**config.mk**
```make
export PLATFORM = sky130hd
export DESIGN_NAME = serial_port_status_control
export DESIGN_NICKNAME = d
export VERILOG_FILES = /design/src/hdl/spi_stat_pkg.sv /design/src/hdl/serial_port_status_control.sv
export SDC_FILE = /design/constraint.sdc
export NUM_CORES = 1
export LEC_CHECK = 0
export BUFFER_PORTS_ARGS = -buffer_cell sky130_fd_sc_hd__buf_2
export CELL_PAD_IN_SITES_DETAIL_PLACEMENT = 0
export CELL_PAD_IN_SITES_GLOBAL_PLACEMENT = 2
export CORE_ASPECT_RATIO = 0.5
export CORE_MARGIN = 2
export CORE_UTILIZATION = 30
export DETAILED_ROUTE_END_ITERATION = 7
export HOLD_SLACK_MARGIN = 0.05
export PLACE_DENSITY = 0.57
export SYNTH_ARGS = -nofsm -noshare
export SYNTH_HDL_FRONTEND = slang
export SYNTH_SLANG_ARGS = --single-unit
```
**constraint.sdc**
```tcl
create_clock -name mclk -period 5.1 [get_ports mclk]
set_input_delay 1.53 -clock mclk [delete_from_list [all_inputs] [get_ports mclk]]
set_output_delay 1.53 -clock mclk [all_outputs]
set_load 0.01 [all_outputs]
```
**src/hdl/spi_stat_pkg.sv**
```systemverilog
// Purpose: Shared constants for the serial port status and control block.
// Assumes: 16-bit register port, 8-bit serial words, 20 MHz mclk.
// Notes:   Every offset, field position, reset value and count lives here.
package spi_stat_pkg;
  localparam int ADDR_W = 8;
  localparam int DATA_W = 16;
  localparam int WORD_W = 8;
  localparam int FIFO_DEPTH = 4;

  // Register byte offsets.
  localparam logic [7:0] OFF_STAT  = 8'h00;
  localparam logic [7:0] OFF_DATA  = 8'h04;
  localparam logic [7:0] OFF_CTRL  = 8'h08;
  localparam logic [7:0] OFF_ISTAT = 8'h0c;
  localparam logic [7:0] OFF_IMASK = 8'h10;

  // Status and control register fields.
  localparam int STAT_EN    = 15;
  localparam int STAT_SIDL  = 13;
  localparam int STAT_BEC_L = 8;
  localparam int STAT_SHIFT_REG_EMPTY_FLAG = 7;
  localparam int STAT_ROV   = 6;
  localparam int STAT_RXMPT = 5;
  localparam int STAT_SEL_L = 2;
  localparam int STAT_TBF   = 1;
  localparam int STAT_RBF   = 0;

  // Control register fields.
  localparam int CTRL_MASTER = 0;
  localparam int CTRL_ENH    = 1;

  // Interrupt status and mask fields.
  localparam int IRQ_BUF = 0;
  localparam int IRQ_OVF = 1;

  localparam logic [15:0] STAT_RESET = 16'h0000;
  localparam logic [1:0]  CTRL_RESET = 2'h0;
  localparam logic [1:0]  IRQ_RESET  = 2'h0;

  // Condition selector codes.
  localparam logic [2:0] SEL_TX_FULL  = 3'h7;
  localparam logic [2:0] SEL_TX_LAST  = 3'h6;
  localparam logic [2:0] SEL_TX_DONE  = 3'h5;
  localparam logic [2:0] SEL_TX_SLOT  = 3'h4;
  localparam logic [2:0] SEL_RX_FULL  = 3'h3;
  localparam logic [2:0] SEL_RX_3Q    = 3'h2;
  localparam logic [2:0] SEL_RX_AVAIL = 3'h1;
  localparam logic [2:0] SEL_RX_EMPTY = 3'h0;

  localparam logic [2:0] RX_3Q_LEVEL = 3'h3;
  localparam logic [2:0] LIMIT_ENH   = 3'h4;
  localparam logic [2:0] LIMIT_STD   = 3'h1;
  localparam logic [2:0] LAST_BIT    = 3'h7;

  // Serial clock timing in master mode.
  localparam int CLK_NS      = 50;
  localparam int SCK_HALF_NS = 200;
  localparam int SCK_HALF_CYC = (SCK_HALF_NS + CLK_NS - 1) / CLK_NS;
  localparam logic [3:0] SCK_HALF_LAST = 4'(SCK_HALF_CYC - 1);

  typedef enum logic [1:0] {
    ST_IDLE  = 2'b01,
    ST_SHIFT = 2'b10
  } shift_state_type;
endpackage

```
**src/hdl/serial_port_status_control.sv**
```systemverilog
// Purpose: Serial peripheral port with its status and control register.
// Assumes: Mode 0 framing, MSB first, 8-bit words, link pins asynchronous.
// Notes:   Software reaches five registers over a plain strobe port.
//
// Our own choices: the strobed register port and the placing of the registers.
`timescale 1ns/10ps
`default_nettype none

// Overview of operation
// - Enable bit powers module, hands pins over.
// - Idle-halt bit stops module during idle.
// - Count shows pending or unread transfers.
// - Shift empty flag reads one when idle.
// - Overflow sets, drops word, software clears.
// - Receive empty flag mirrors receive FIFO.
// - Selector 111 interrupts on transmit full.
// - Selector 110 interrupts when transmit empties.
// - Selector 101 interrupts on transmit complete.
// - Selector 100 interrupts on one free slot.
// - Selector 011 interrupts on receive full.
// - Selector 010 interrupts at three quarters.
// - Selector 001 interrupts on data available.
// - Selector 000 interrupts reading last entry.
// - Transmit full flag follows transmit buffer.
// - Receive full flag follows receive buffer.
// - Count and both empty flags read zero unless enhanced.
module serial_port_status_control
  import spi_stat_pkg::*;
(
  input  wire logic                              mclk,
  input  wire logic                              nrst,
  input  wire logic [spi_stat_pkg::ADDR_W-1:0]   reg_addr,
  input  wire logic [spi_stat_pkg::DATA_W-1:0]   reg_wdata,
  input  wire logic                              reg_wr,
  input  wire logic                              reg_rd,
  output logic      [spi_stat_pkg::DATA_W-1:0]   reg_rdata,
  input  wire logic                              idle_req,
  input  wire logic                              sck_in,
  output logic                                   sck_out,
  output logic                                   sck_oe,
  output logic                                   sdo_out,
  output logic                                   sdo_oe,
  input  wire logic                              sdi_in,
  input  wire logic                              sel_n_in,
  output logic                                   irq
);
  import spi_stat_pkg::*;

  // Registers.
  logic                 en_r, sidl_r, rov_r;
  logic [2:0]           irq_condition_select_r;
  logic [1:0]           ctrl_r, ist_r, imask_r;
  logic [DATA_W-1:0]    rdata_r;
  shift_state_type      state_r, state_nxt;
  logic [WORD_W-1:0]    sr_r;
  logic                 sample_r;
  logic [2:0]           bit_r;
  logic [3:0]           div_r;
  logic                 sck_r;
  logic [WORD_W-1:0]    txq_r [FIFO_DEPTH];
  logic [WORD_W-1:0]    rxq_r [FIFO_DEPTH];
  logic [1:0]           tx_wp_r, tx_rp_r, rx_wp_r, rx_rp_r;
  logic [2:0]           tx_cnt_r, rx_cnt_r;
  logic                 tx_full_d_r, rx_full_d_r, rx_3q_d_r, rx_any_d_r;
  logic [1:0]           sck_sy_r, sdi_sy_r, sel_sy_r;
  logic                 sck_d_r;

  // Decode of the register port.
  wire logic hit_stat  = (reg_addr == OFF_STAT);
  wire logic hit_data  = (reg_addr == OFF_DATA);
  wire logic hit_ctrl  = (reg_addr == OFF_CTRL);
  wire logic hit_istat = (reg_addr == OFF_ISTAT);
  wire logic hit_imask = (reg_addr == OFF_IMASK);

  // Mode and run decode.
  wire logic master = ctrl_r[CTRL_MASTER];
  wire logic enh    = ctrl_r[CTRL_ENH];
  wire logic halted = idle_req & sidl_r;
  wire logic run    = en_r & ~halted;
  wire logic [2:0] limit = enh ? LIMIT_ENH : LIMIT_STD;

  // Synchronised link inputs; only the second stage is read.
  wire logic sck_s = sck_sy_r[1];
  wire logic sdi_s = sdi_sy_r[1];
  wire logic sel_s = ~sel_sy_r[1];

  // Buffer levels.
  wire logic tx_full  = (tx_cnt_r == limit);
  wire logic rx_full  = (rx_cnt_r == limit);
  wire logic tx_any   = (tx_cnt_r != 3'h0);
  wire logic rx_any   = (rx_cnt_r != 3'h0);
  wire logic rx_3q    = (rx_cnt_r >= RX_3Q_LEVEL);

  // Bus side pushes and pops; a push into a full buffer is dropped.
  wire logic tx_push = reg_wr & hit_data & ~tx_full & en_r;
  wire logic rx_pop  = reg_rd & hit_data & rx_any;

  // Serial clock edges: generated in master mode, sensed in slave mode.
  wire logic div_tick = (state_r == ST_SHIFT) & (div_r == SCK_HALF_LAST);
  wire logic rise_ev  = master ? (div_tick & ~sck_r)
                               : (sck_s & ~sck_d_r & sel_s);
  wire logic fall_ev  = master ? (div_tick & sck_r)
                               : (~sck_s & sck_d_r & sel_s);
  wire logic link_ok  = master | sel_s;

  // A word starts when the shifter is free; a slave shifts zeros if dry.
  wire logic start    = run & (state_r == ST_IDLE) & link_ok
                      & (tx_any | ~master);
  wire logic tx_pop   = start & tx_any;
  wire logic done     = run & (state_r == ST_SHIFT) & fall_ev
                      & (bit_r == LAST_BIT);
  wire logic abort    = (state_r == ST_SHIFT) & (~run | ~link_ok);
  wire logic [WORD_W-1:0] rx_word = {sr_r[WORD_W-2:0], sample_r};
  wire logic rx_push  = done & ~rx_full;
  wire logic ovf_ev   = done & rx_full;

  // Next shifter state; a code that is not one-hot falls back to idle.
  always_comb begin
    state_nxt = state_r;
    unique case (state_r)
      ST_IDLE: begin
        if (start) begin
          state_nxt = ST_SHIFT;
        end
      end
      ST_SHIFT: begin
        if (abort | done) begin
          state_nxt = ST_IDLE;
        end
      end
      default: begin
        state_nxt = ST_IDLE;
      end
    endcase
  end

  // Buffer event chosen by the condition selector.
  wire logic ev_tx_full  = tx_full & ~tx_full_d_r;
  wire logic ev_tx_last  = tx_pop & (tx_cnt_r == 3'h1);
  wire logic ev_tx_done  = done;
  wire logic ev_tx_slot  = tx_pop;
  wire logic ev_rx_full  = rx_full & ~rx_full_d_r;
  wire logic ev_rx_3q    = rx_3q & ~rx_3q_d_r;
  wire logic ev_rx_avail = rx_any & ~rx_any_d_r;
  wire logic ev_rx_empty = rx_pop & (rx_cnt_r == 3'h1);
  logic buf_ev;

  // Without the enhanced buffer the selector has no meaning and the
  // event falls back to each received word.
  always_comb begin
    buf_ev = 1'b0;
    if (!enh) begin
      buf_ev = rx_push;
    end else begin
      unique case (irq_condition_select_r)
        SEL_TX_FULL:  buf_ev = ev_tx_full;
        SEL_TX_LAST:  buf_ev = ev_tx_last;
        SEL_TX_DONE:  buf_ev = ev_tx_done;
        SEL_TX_SLOT:  buf_ev = ev_tx_slot;
        SEL_RX_FULL:  buf_ev = ev_rx_full;
        SEL_RX_3Q:    buf_ev = ev_rx_3q;
        SEL_RX_AVAIL: buf_ev = ev_rx_avail;
        SEL_RX_EMPTY: buf_ev = ev_rx_empty;
      endcase
    end
  end

  // Status word as software sees it.
  wire logic [2:0] bec = master ? tx_cnt_r : rx_cnt_r;
  logic [DATA_W-1:0] stat_rd;
  always_comb begin
    stat_rd = 16'h0000;
    stat_rd[STAT_EN]   = en_r;
    stat_rd[STAT_SIDL] = sidl_r;
    stat_rd[STAT_BEC_L +: 3] = enh ? bec : 3'h0;
    stat_rd[STAT_SHIFT_REG_EMPTY_FLAG] = enh & (state_r == ST_IDLE);
    stat_rd[STAT_ROV]   = rov_r;
    stat_rd[STAT_RXMPT] = enh & ~rx_any;
    stat_rd[STAT_SEL_L +: 3] = irq_condition_select_r;
    stat_rd[STAT_TBF]   = tx_full;
    stat_rd[STAT_RBF]   = rx_full;
  end

  // Read data mux; unmapped offsets read zero.
  wire logic [DATA_W-1:0] rd_mux =
      hit_stat  ? stat_rd :
      hit_data  ? {8'h00, rxq_r[rx_rp_r]} :
      hit_ctrl  ? {14'h0000, ctrl_r} :
      hit_istat ? {14'h0000, ist_r} :
      hit_imask ? {14'h0000, imask_r} : 16'h0000;

  wire logic [1:0] ist_set = {ovf_ev, buf_ev};
  wire logic ist_clr = reg_rd & hit_istat;

  // Interrupt level: any unmasked sticky bit.
  assign irq = |(ist_r & imask_r);

  // Pins are handed to the port only while it is enabled.
  assign sck_out = sck_r;
  assign sck_oe  = en_r & master;
  assign sdo_out = sr_r[WORD_W-1];
  assign sdo_oe  = en_r & (master | sel_s);
  assign reg_rdata = rdata_r;

  // Two-flop synchronisers for the link pins.
  always_ff @(posedge mclk or negedge nrst) begin
    if (!nrst) begin
      sck_sy_r <= 2'h0;
      sdi_sy_r <= 2'h0;
      sel_sy_r <= 2'h3;
      sck_d_r  <= 1'b0;
    end else begin
      sck_sy_r <= {sck_sy_r[0], sck_in};
      sdi_sy_r <= {sdi_sy_r[0], sdi_in};
      sel_sy_r <= {sel_sy_r[0], sel_n_in};
      sck_d_r  <= sck_s;
    end
  end

  // Software writable fields; unimplemented bits are never stored.
  always_ff @(posedge mclk or negedge nrst) begin
    if (!nrst) begin
      en_r    <= STAT_RESET[STAT_EN];
      sidl_r  <= STAT_RESET[STAT_SIDL];
      irq_condition_select_r <= STAT_RESET[STAT_SEL_L +: 3];
      ctrl_r  <= CTRL_RESET;
      imask_r <= IRQ_RESET;
    end else if (reg_wr) begin
      if (hit_stat) begin
        en_r    <= reg_wdata[STAT_EN];
        sidl_r  <= reg_wdata[STAT_SIDL];
        irq_condition_select_r <= reg_wdata[STAT_SEL_L +: 3];
      end
      if (hit_ctrl) begin
        ctrl_r <= reg_wdata[1:0];
      end
      if (hit_imask) begin
        imask_r <= reg_wdata[1:0];
      end
    end
  end

  // Overflow flag: hardware sets, software writes zero to clear, set wins.
  wire logic rov_clr = reg_wr & hit_stat & ~reg_wdata[STAT_ROV];
  always_ff @(posedge mclk or negedge nrst) begin
    if (!nrst) begin
      rov_r <= STAT_RESET[STAT_ROV];
    end else begin
      rov_r <= ovf_ev | (rov_r & ~rov_clr);
    end
  end

  // Sticky interrupt bits, cleared by reading them; a new event wins.
  always_ff @(posedge mclk or negedge nrst) begin
    if (!nrst) begin
      ist_r <= IRQ_RESET;
    end else begin
      ist_r <= ist_set | (ist_clr ? 2'h0 : ist_r);
    end
  end

  // Registered read data, valid the cycle after the read strobe.
  always_ff @(posedge mclk or negedge nrst) begin
    if (!nrst) begin
      rdata_r <= 16'h0000;
    end else if (reg_rd) begin
      rdata_r <= rd_mux;
    end else begin
      rdata_r <= 16'h0000;
    end
  end

  // Transmit buffer; turning the port off flushes it.
  always_ff @(posedge mclk or negedge nrst) begin
    if (!nrst) begin
      tx_wp_r  <= 2'h0;
      tx_rp_r  <= 2'h0;
      tx_cnt_r <= 3'h0;
    end else if (!en_r) begin
      tx_wp_r  <= 2'h0;
      tx_rp_r  <= 2'h0;
      tx_cnt_r <= 3'h0;
    end else begin
      if (tx_push) begin
        tx_wp_r <= tx_wp_r + 2'h1;
      end
      if (tx_pop) begin
        tx_rp_r <= tx_rp_r + 2'h1;
      end
      tx_cnt_r <= tx_cnt_r + {2'h0, tx_push} - {2'h0, tx_pop};
    end
  end

  // Receive buffer; a full buffer drops the new word instead.
  always_ff @(posedge mclk or negedge nrst) begin
    if (!nrst) begin
      rx_wp_r  <= 2'h0;
      rx_rp_r  <= 2'h0;
      rx_cnt_r <= 3'h0;
    end else if (!en_r) begin
      rx_wp_r  <= 2'h0;
      rx_rp_r  <= 2'h0;
      rx_cnt_r <= 3'h0;
    end else begin
      if (rx_push) begin
        rx_wp_r <= rx_wp_r + 2'h1;
      end
      if (rx_pop) begin
        rx_rp_r <= rx_rp_r + 2'h1;
      end
      rx_cnt_r <= rx_cnt_r + {2'h0, rx_push} - {2'h0, rx_pop};
    end
  end

  // Buffer storage needs no reset; the counts guard every pop, but a data read of an empty receive buffer returns raw storage.
  always_ff @(posedge mclk) begin
    if (tx_push) begin
      txq_r[tx_wp_r] <= reg_wdata[WORD_W-1:0];
    end
    if (rx_push) begin
      rxq_r[rx_wp_r] <= rx_word;
    end
  end

  // Level history for the rising-edge buffer events.
  always_ff @(posedge mclk or negedge nrst) begin
    if (!nrst) begin
      tx_full_d_r <= 1'b0;
      rx_full_d_r <= 1'b0;
      rx_3q_d_r   <= 1'b0;
      rx_any_d_r  <= 1'b0;
    end else begin
      tx_full_d_r <= tx_full;
      rx_full_d_r <= rx_full;
      rx_3q_d_r   <= rx_3q;
      rx_any_d_r  <= rx_any;
    end
  end

  // Shift engine: sample on the rising edge, shift on the falling one.
  always_ff @(posedge mclk or negedge nrst) begin
    if (!nrst) begin
      state_r  <= ST_IDLE;
      sr_r     <= 8'h00;
      sample_r <= 1'b0;
      bit_r    <= 3'h0;
    end else begin
      state_r <= state_nxt;
      if (start) begin
        sr_r  <= tx_any ? txq_r[tx_rp_r] : 8'h00;
        bit_r <= 3'h0;
      end else if (state_r == ST_SHIFT) begin
        if (rise_ev) begin
          sample_r <= sdi_s;
        end
        if (fall_ev) begin
          sr_r  <= rx_word;
          bit_r <= bit_r + 3'h1;
        end
      end
    end
  end

  // Master clock divider; the clock idles low between words.
  always_ff @(posedge mclk or negedge nrst) begin
    if (!nrst) begin
      div_r <= 4'h0;
      sck_r <= 1'b0;
    end else if (state_r != ST_SHIFT || !master || !run) begin
      div_r <= 4'h0;
      sck_r <= 1'b0;
    end else if (div_tick) begin
      div_r <= 4'h0;
      sck_r <= ~sck_r;
    end else begin
      div_r <= div_r + 4'h1;
    end
  end
endmodule

`default_nettype wire

```
==> reports/metrics.yaml, run 1 <==
status:
  status: "completed"
place:
  gp_congestion: 0.707
  hpwl_um: 9100
  dp_slack_ns: 0.853
  placedCellCount: 694
  io_buffer_count: 43
grt:
  grt_pass1_wl_um: 21000
  antenna_found_initial: 1
  grt_start_max_net_pins: 70
  grt-ovfl-total: 0
  grtUsageTotal: 0.145
  first_global_vias: 3430
die:
  dieArea_um2: 20400
  start_util: 0.310
  dieHeight_um: 102
  rows: 35
  die_w_um: 200
  io-pin-count: 53
  core_area_um2: 18600
route:
  dr_wl_met3_um: 668
  wl_met2_um: 5670
  drc: 0
  wl_per_cell_um: 18.4
  postRouteAntennaNets: 0
  dr.pass1.iters: 7
  top_layer_used: "met4"
  wl_met1_um: 6910
  vias: 3364
  wirelength_um: 13300
  first_iter_violations: 108
  vias_per_cell: 4.63
setup_path:
  crit_top_cell: "inv_1"
  critical_path.cell_chain: "buf_2 -> or4_4 -> nor4_4 -> and4_2 -> inv_1 -> ha_1 -> inv_1 -> ha_1 -> inv_1 -> fa_1 -> xnor2_1 -> xnor2_1 -> and2_1"
  endpoint_kind: "flop"
  critPathMaxFanout: 5
  critPathRequiredTime_ns: 5.40
  arrival_ns: 4.10
  cp_slowest_cell: "or4_4"
  critPathBufInv: 4
  critical_path_class: "in -> reg"
  path_delay_family: "simple AND/OR/NAND/NOR gates"
  max_stage_delay_ns: 0.57
  startpoint_type: "primary input"
timing:
  drv_slew: 0
  fin_setup_tns_ns: 0
  rsz0062_at_grt: "no"
  clock_skew_ns: 0.00940
  max_slew_margin: 0.385
  hold_violations: 0
  finalCritPeriodShare: 0.745
  setup_ws_ns: 1.30
  fmax_ghz: 0.263
  min_period_ns: 3.80
  setup_viol: 0
  tightest_slew_ns: 0.923
logic_synthesis:
  synth-main-ff-cell: "dfrtp_1"
  async_flop_share: 0.519
  synth_seq_cells: 133
  ys_seq_area_frac: 0.635
  synth_area_leader_cell: "edfxtp_1"
  netlist_area_um2: 5750
  synth_most_common_cell: "dfrtp_1"
  synth_top_area_share: 0.334
  synth_area_leaders: "edfxtp_1, dfrtp_1, mux4_2"
  synth.distinct_cells: 61
  yosys_warnings: 0
  synthCells: 403
  avgSynthCellArea_um2: 14.3
  synth_edf_count: 64
  synthTopCellsByCount: "dfrtp_1, edfxtp_1, nand2_1"
pwr:
  intPower_mw: 2.00
  net-switching-power_uw: 598
  ir_drop_v: 0.000179
  power.density_nw_per_um2: 380
  p_sw_frac: 0.231
  seqPwrFrac: 0.483
  power_leakage_nw: 2.73
  pwr-share-clk: 0.476
  p_total_mw: 2.60
  power_frac_comb: 0.042
finish:
  fill_cells: 1833
  final_cells: 727
  final_layout_size_suffix_gt1_frac: 0.253
  area_growth_pct: 18.9
  final_util: 0.368
  final_nets: 504
clock_tree:
  numCtsBuffers: 17
  cts_setup_buffers: 0
  cts_root_buffer: "clkbuf_16"
  clk_latency_ns: 0.42
  clockBufferDepth: 2
  cts_resized: 0
  clock_sinks: 133
  htree_levels: 4
  ctsHoldBuffers: 0
  clk_pin_slew_worst_paths_ns: 0.06
  cts_tree: "built"
worst_hold_path:
  hp-class: "reg -> reg"
flow_run:
  cap_viol_max_count: 0
-- flip-flops by register name, indices dropped and copies added, names as in the netlist, 3 cells and up --
name / cells
rxq_r: 32
txq_r: 32
reg_rdata: 13
sr_r: 8
div_r: 4
bit_r: 3
irq_condition_select_r: 3
rx_cnt_r: 3
tx_cnt_r: 3
-- cell families (layout without fill, tap and decap cells) --
logic type      Yosys count  in the layout  share of synthesized area
mux                      30             30                     0.0892
fa+ha+maj                18             18                     0.0418
xor+xnor                 11             11                     0.0168
other cells               1              4                   0.000652
buf+inv                  34             96                     0.0283
simple gates            127            127                      0.127
compound gates           49             49                     0.0607
flops                   133            133                      0.635
-- metrics by stage --
stage                     instance area (um2)  hold WS [ns]
after detailed placement                 6230         0.340
after CTS                                6830         0.358
after floorplan                          5760         0.331
after global placement                   6230         0.344
final                                    6840         0.352
after global routing                     6830         0.358
-- worst reg2reg max path, stage by stage (launching register included) --
cell,delay [ns]
dfrtp_1,0.61
or4b_1,0.70
o32ai_2,0.27
and3_1,0.36
inv_1,0.15
ha_1,0.31
inv_1,0.06
ha_1,0.13
inv_1,0.05
fa_1,0.38
xnor2_1,0.14
and2_1,0.15
-- power by group through the flow --
stage	Combinational [mW]	Sequential (mW)	Clock (mW)
after floorplan	0.0667	1.25	0
after global placement	0.111	1.27	0
after detailed placement	0.111	1.27	0
after CTS	0.112	1.25	1.27
after global routing	0.124	1.26	1.33
final	0.108	1.25	1.23
-- cell type report --
class / instances / area (um2) / area share
Tap cell: 259 / 324 / 0.0474
Timing Repair Buffer: 47 / 248 / 0.0362
Inverter: 17 / 63.8 / 0.00934
Sequential cell: 133 / 3650 / 0.534
Antenna cell: 1 / 2.50 / 0.000366
Clock inverter: 11 / 111 / 0.0163
Multi-Input combinational cell: 238 / 1940 / 0.284
Clock buffer: 21 / 493 / 0.0721
-- routing by layer --
| metal | GRT usage | vias to the layer above |
|---|---|---|
| met5 | 0 | - |
| met4 | 0.0376 | 0 |
| met3 | 0.0419 | 5 |
| met2 | 0.203 | 57 |
| met1 | 0.219 | 1716 |
| li1 | - | 1586 |
-- cell usage in the layout (no fill, tap or decap), types with 2 or more instances in the layout --
cell / n
nor4b_1: 2
nand4b_1: 2
inv_1: 16
clkbuf_16: 19
nand2_1: 32
nor2_1: 20
mux2i_1: 4
xor2_1: 4
a31oi_1: 4
a2bb2oi_1: 10
clkinv_4: 3
ha_1: 16
mux2_2: 10
and3_1: 6
and2_1: 20
nand2b_1: 4
dfstp_2: 3
dfrtp_1: 66
conb_1: 3
a21o_1: 2
o21ai_0: 18
nor2b_1: 7
buf_4: 5
buf_2: 42
clkinv_2: 2
nor3_1: 2
xnor2_1: 7
nand3_1: 10
mux4_2: 16
fa_1: 2
inv_6: 3
nor4_1: 2
o211ai_1: 2
edfxtp_1: 64
nor4bb_1: 2
nand4_1: 4
a22oi_1: 4
-- final timing paths --
kind / startpoint / to / slack (ns) / cells past startpoint
setup reg to reg: ctrl_r[0] / rx_cnt_r[2] / 1.68 / 11
hold / removal: sdi_sy_r[0] / sdi_sy_r[1] / 0.35 / 0
setup / recovery: reg_addr[0] / tx_cnt_r[2] / 1.30 / 13
hold reg to reg: sdi_sy_r[0] / sdi_sy_r[1] / 0.35 / 0
max in group asynchronous: nrst / sck_out / 3.24 / 1
min in group asynchronous: nrst / tx_wp_r[0] / 1.23 / 1
(Power assumes the default switching activity.)
==> run 2: changes to the inputs <==
==> constraint.sdc (replaced) <==
create_clock -name mclk -period 3.62 [get_ports mclk]
set_input_delay 1.086 -clock mclk [delete_from_list [all_inputs] [get_ports mclk]]
set_output_delay 1.086 -clock mclk [all_outputs]
set_load 0.01 [all_outputs]
==> run 2 against run 1 <==
Clock skew decreased by 0.0025 ns. Clock power increased by 34%. Critical path type unchanged. First-iteration DRC count increased by 47%. Final cell count increased by 1.2%. Largest cell class unchanged. Worst hold slack improved by 0.0048 ns. Via count unchanged. Routed wire length increased by 3.5%. Final area increased by 0.49%. Global-route usage increased by 0.44 points. Critical path depth unchanged. Die area unchanged.
==> reports/metrics.yaml, run 2 (synthesis results as in run 1) <==
grt:
  grt_pass1_wl_um: 21700
  antenna_found_initial: 0
  first_global_vias: 3521
  grt_start_max_net_pins: 70
  grt-busiest-layer: "met1"
  grtUsageTotal: 0.150
  met3_usage: 0.0294
  grt-ovfl-total: 0
  met1_usage: 0.226
  use_met2: 0.213
pwr:
  power_leakage_nw: 2.75
  ir_drop_v: 0.000275
  power.density_nw_per_um2: 520
  p_total_mw: 3.57
clock_tree:
  clock_sinks: 133
  htree_levels: 4
  clk_pin_slew_worst_paths_ns: 0.06
  cts_root_buffer: "clkbuf_16"
  clockBufferDepth: 2
  ctsHoldBuffers: 0
  cts_resized: 0
  cts_setup_buffers: 0
  numCtsBuffers: 17
  clk_latency_ns: 0.41
  cts_tree: "built"
setup_path:
  endpoint_kind: "flop"
  critPathMaxFanout: 2
  arrival_ns: 3.58
  startpoint_type: "primary input"
  critPathRequiredTime_ns: 3.92
  critical_path_class: "in -> reg"
finish:
  final_cell_mix: "dfrtp_1, edfxtp_1, buf_2, nand2_1"
  final_common_cell: "dfrtp_1"
  final_area_um2: 6870
  final_layout_size_suffix_gt1_frac: 0.270
  area_growth_pct: 19.5
  final_nets: 514
  final_util: 0.370
  diodes: 0
  fill_cells: 1818
route:
  postRouteAntennaNets: 0
  dr.pass1.iters: 4
  drc: 0
  first_iter_violations: 159
  wirelength_um: 13800
  vias: 3364
  wl_per_cell_um: 18.8
  vias_per_cell: 4.57
status:
  status: "completed"
timing:
  setup_viol: 0
  max_slew_margin: 0.362
  tightest_slew_ns: 0.957
  clock_skew_ns: 0.00694
  finalCritPeriodShare: 0.904
  drv_slew: 0
  worst_hold_slack_ns: 0.357
  hold_violations: 0
  min_period_ns: 3.27
  fmax_ghz: 0.306
  rsz0062_at_grt: "no"
die:
  die_w_um: 200
  core_area_um2: 18600
  dieHeight_um: 102
  io-pin-count: 53
  dieArea_um2: 20400
  start_util: 0.310
  rows: 35
place:
  postPlaceCellArea_um2: 6300
  hpwl_um: 9490
  io_buffer_count: 43
  gp_congestion: 0.715
flow_run:
  cap_viol_max_count: 0
worst_hold_path:
  hp-class: "reg -> reg"
## run 2: changes by cell type in the layout (fill, tap and decap cells not counted)
cell        change
clkinv_4        -1
clkinvlp_4      +4
clkbuf_1        -1
inv_8           -1
clkinv_2        +1
buf_4          +10
diode_2         -1
clkbuf_16       -2
## run 2: worst paths after layout
check,start,endpoint,slack (ns),depth (start not counted)
hold / removal,sel_sy_r[0],sel_sy_r[1],0.36,0
hold reg to reg,sel_sy_r[0],sel_sy_r[1],0.36,0
setup reg to reg,tx_cnt_r[0],tx_cnt_r[2],0.76,12
max in group asynchronous,nrst,sample_r,2.16,1
setup / recovery,reg_addr[0],tx_cnt_r[2],0.35,13
min in group asynchronous,nrst,tx_wp_r[1],0.81,1
## run 2: metal layers
metal	share of wire	wire, um
met1	0.54	7440
met2	0.43	5900
met3	0.026	363
met4	0.0080	110
met5	0	0
## run 2: layout make-up
class	instances	area, um2	share of cell area
sequential	133	3650	0.532
clock buffer	18	439	0.0639
tap	259	324	0.0472
clock inverter	14	126	0.0184
timing repair buffer	57	323	0.0470
multi-input combinational	238	1940	0.283
inverter	17	63.8	0.00929
## run 2: through the flow
stage | std cells | setup WS [ns] | setup TNS, ns
global route | 736 | 0.203 | 0
CTS | 736 | 0.347 | 0
detailed placement | 704 | -0.0942 | -0.0942
floorplan | 405 | 0.00815 | 0
global placement | 704 | -0.0648 | -0.0648
finish | 736 | 0.347 | 0
## run 2: power by group
part	leakage (nW)	total (mW)	switching, mW	internal, mW
combinational	1.00	0.157	0.0835	0.0735
sequential	1.49	1.77	0.0846	1.68
clock	0.265	1.65	0.683	0.966
## run 2: worst max-delay path: stages
cell     delay, ns
buf_2         0.09
or4_4         0.55
nor4_4        0.24
and4_2        0.28
inv_1         0.05
ha_1          0.26
inv_1         0.05
ha_1          0.12
inv_1         0.05
fa_1          0.37
xnor2_1       0.14
xnor2_1       0.13
and2_1        0.16
==> run 3: changes to the inputs <==
==> constraint.sdc (replaced) <==
create_clock -name mclk -period 3.62 [get_ports mclk]
set_input_delay 0.543 -clock mclk [delete_from_list [all_inputs] [get_ports mclk]]
set_output_delay 0.543 -clock mclk [all_outputs]
set_load 0.01 [all_outputs]
==> run 3 against run 2 <==
Worst hold slack lost 0.14 ns. Worst setup slack better by 0.30 ns. Final area hardly changed. Sequential cell count unchanged. Die area is the same. Combinational power is essentially flat. Register-to-register slack got worse by 0.11 ns. Clock power increased by 6%. Largest cell class unchanged.
==> reports/metrics.yaml, run 3 (synthesis results as in run 1) <==
status:
  status: "completed"
setup_path:
  arrival_ns: 3.29
  rr_worst_depth: 11
  startpoint_type: "flop"
  endpoint_kind: "flop"
  r2r_setup_slack_ns: 0.65
  critPathMaxFanout: 7
  r2r-start: "ctrl_r[0]"
  critical_path_class: "reg -> reg"
  critPathRequiredTime_ns: 3.94
  r2r-end: "rx_cnt_r[2]"
grt:
  grtUsageTotal: 0.149
  first_global_vias: 3532
  antenna_found_initial: 1
  grt_pass1_wl_um: 21600
  grt_start_max_net_pins: 70
  grt-ovfl-total: 0
route:
  postRouteAntennaNets: 0
  wl_per_cell_um: 19.0
  drc: 0
  first_iter_violations: 158
  vias: 3419
  wirelength_um: 13900
  dr.pass1.iters: 4
  vias_per_cell: 4.68
place:
  placedCellCount: 699
  hpwl_um: 9460
  gp_congestion: 0.707
  io_buffer_count: 43
timing:
  finalCritPeriodShare: 0.821
  hold_violations: 0
  setup_viol: 0
  max_slew_margin: 0.374
  min_period_ns: 2.97
  clock_skew_ns: 0.00853
  tightest_slew_ns: 0.938
  rsz0062_at_grt: "no"
  drv_slew: 0
  fmax_ghz: 0.337
  fin_setup_tns_ns: 0
pwr:
  intPower_mw: 2.75
  ir_drop_v: 0.000220
  power_frac_comb: 0.043
  net-switching-power_uw: 922
  seqPwrFrac: 0.481
  p_sw_frac: 0.251
  power_leakage_nw: 2.75
  pwr-share-clk: 0.476
  power.density_nw_per_um2: 535
finish:
  final_common_cell: "dfrtp_1"
  final_cells: 731
  area_growth_pct: 19.5
  final_nets: 509
  final_layout_size_suffix_gt1_frac: 0.263
  final_cell_mix: "dfrtp_1, edfxtp_1, buf_2, nand2_1"
  final_util: 0.370
  diodes: 0
worst_hold_path:
  worstHoldPathCells: 1
  hold_path_end: "sel_sy_r[0]"
  hp-class: "in -> reg"
  min_from: "sel_n_in"
clock_tree:
  clockBufferDepth: 2
  cts_tree: "built"
  ctsHoldBuffers: 0
  numCtsBuffers: 17
  cts_setup_buffers: 0
  clk_pin_slew_worst_paths_ns: 0.07
  clock_sinks: 133
  cts_resized: 0
  htree_levels: 4
  cts_root_buffer: "clkbuf_16"
  clk_latency_ns: 0.42
die:
  rows: 35
  start_util: 0.310
  io-pin-count: 53
  dieHeight_um: 102
  core_area_um2: 18600
  die_w_um: 200
  dieArea_um2: 20400
flow_run:
  cap_viol_max_count: 0
run 3: layout make-up:
cell class	instances	area, um2
well taps	259	324
clock inverters	13	126
clock buffers	19	475
multi-input cells	238	1940
repair buffers	52	285
fillers	1829	11700
flip-flops and latches	133	3650
inverters	17	63.8
run 3: worst max path at each step:
stage / from / end / slack, ns / cells after the start
after floorplan: reg_addr[0] / tx_cnt_r[2] / 0.55 / 12
after global placement: reg_addr[0] / tx_cnt_r[2] / 0.40 / 13
after detailed placement: reg_addr[0] / tx_cnt_r[2] / 0.39 / 13
after CTS: ctrl_r[0] / rx_cnt_r[2] / 0.61 / 11
after global routing: ctrl_r[1] / rx_cnt_r[2] / 0.44 / 11
final: ctrl_r[0] / rx_cnt_r[2] / 0.65 / 11
run 3: power groups by stage:
stage          Sequential, mW  Clock (mW)  Combinational [mW]
6_report                 1.77        1.75               0.157
5_1_grt                  1.78        1.86               0.180
4_1_cts                  1.77        1.80               0.162
3_5_place_dp             1.79           0               0.162
3_3_place_gp             1.79           0               0.160
2_1_floorplan            1.76           0              0.0939
run 3: worst max-delay path: stages (launching register included):
cell	delay [ns]
dfrtp_1	0.42
or4b_1	0.59
o32ai_2	0.19
and3_1	0.33
inv_1	0.15
ha_1	0.31
inv_1	0.05
ha_1	0.13
inv_1	0.04
fa_1	0.37
xnor2_1	0.14
and2_1	0.15
run 3: per-layer routing:
metal / vias to the layer above / wire, um / global-route usage / part of all wire
met2: 51 / 5880 / 0.213 / 0.42
li1: 1585 / - / - / -
met3: 12 / 618 / 0.0386 / 0.045
met1: 1771 / 7260 / 0.224 / 0.52
met4: 0 / 118 / 0.0410 / 0.0085
met5: - / 0 / 0 / 0
run 3: metrics by stage:
step	hold WS (ns)	cell area, um2	power, mW	setup slack [ns]
after floorplan	0.247	5760	1.85	0.551
after detailed placement	0.340	6270	1.96	0.388
after global routing	0.200	6870	3.82	0.436
final	0.219	6870	3.67	0.650
after CTS	0.200	6870	3.73	0.615
after global placement	0.339	6270	1.95	0.403
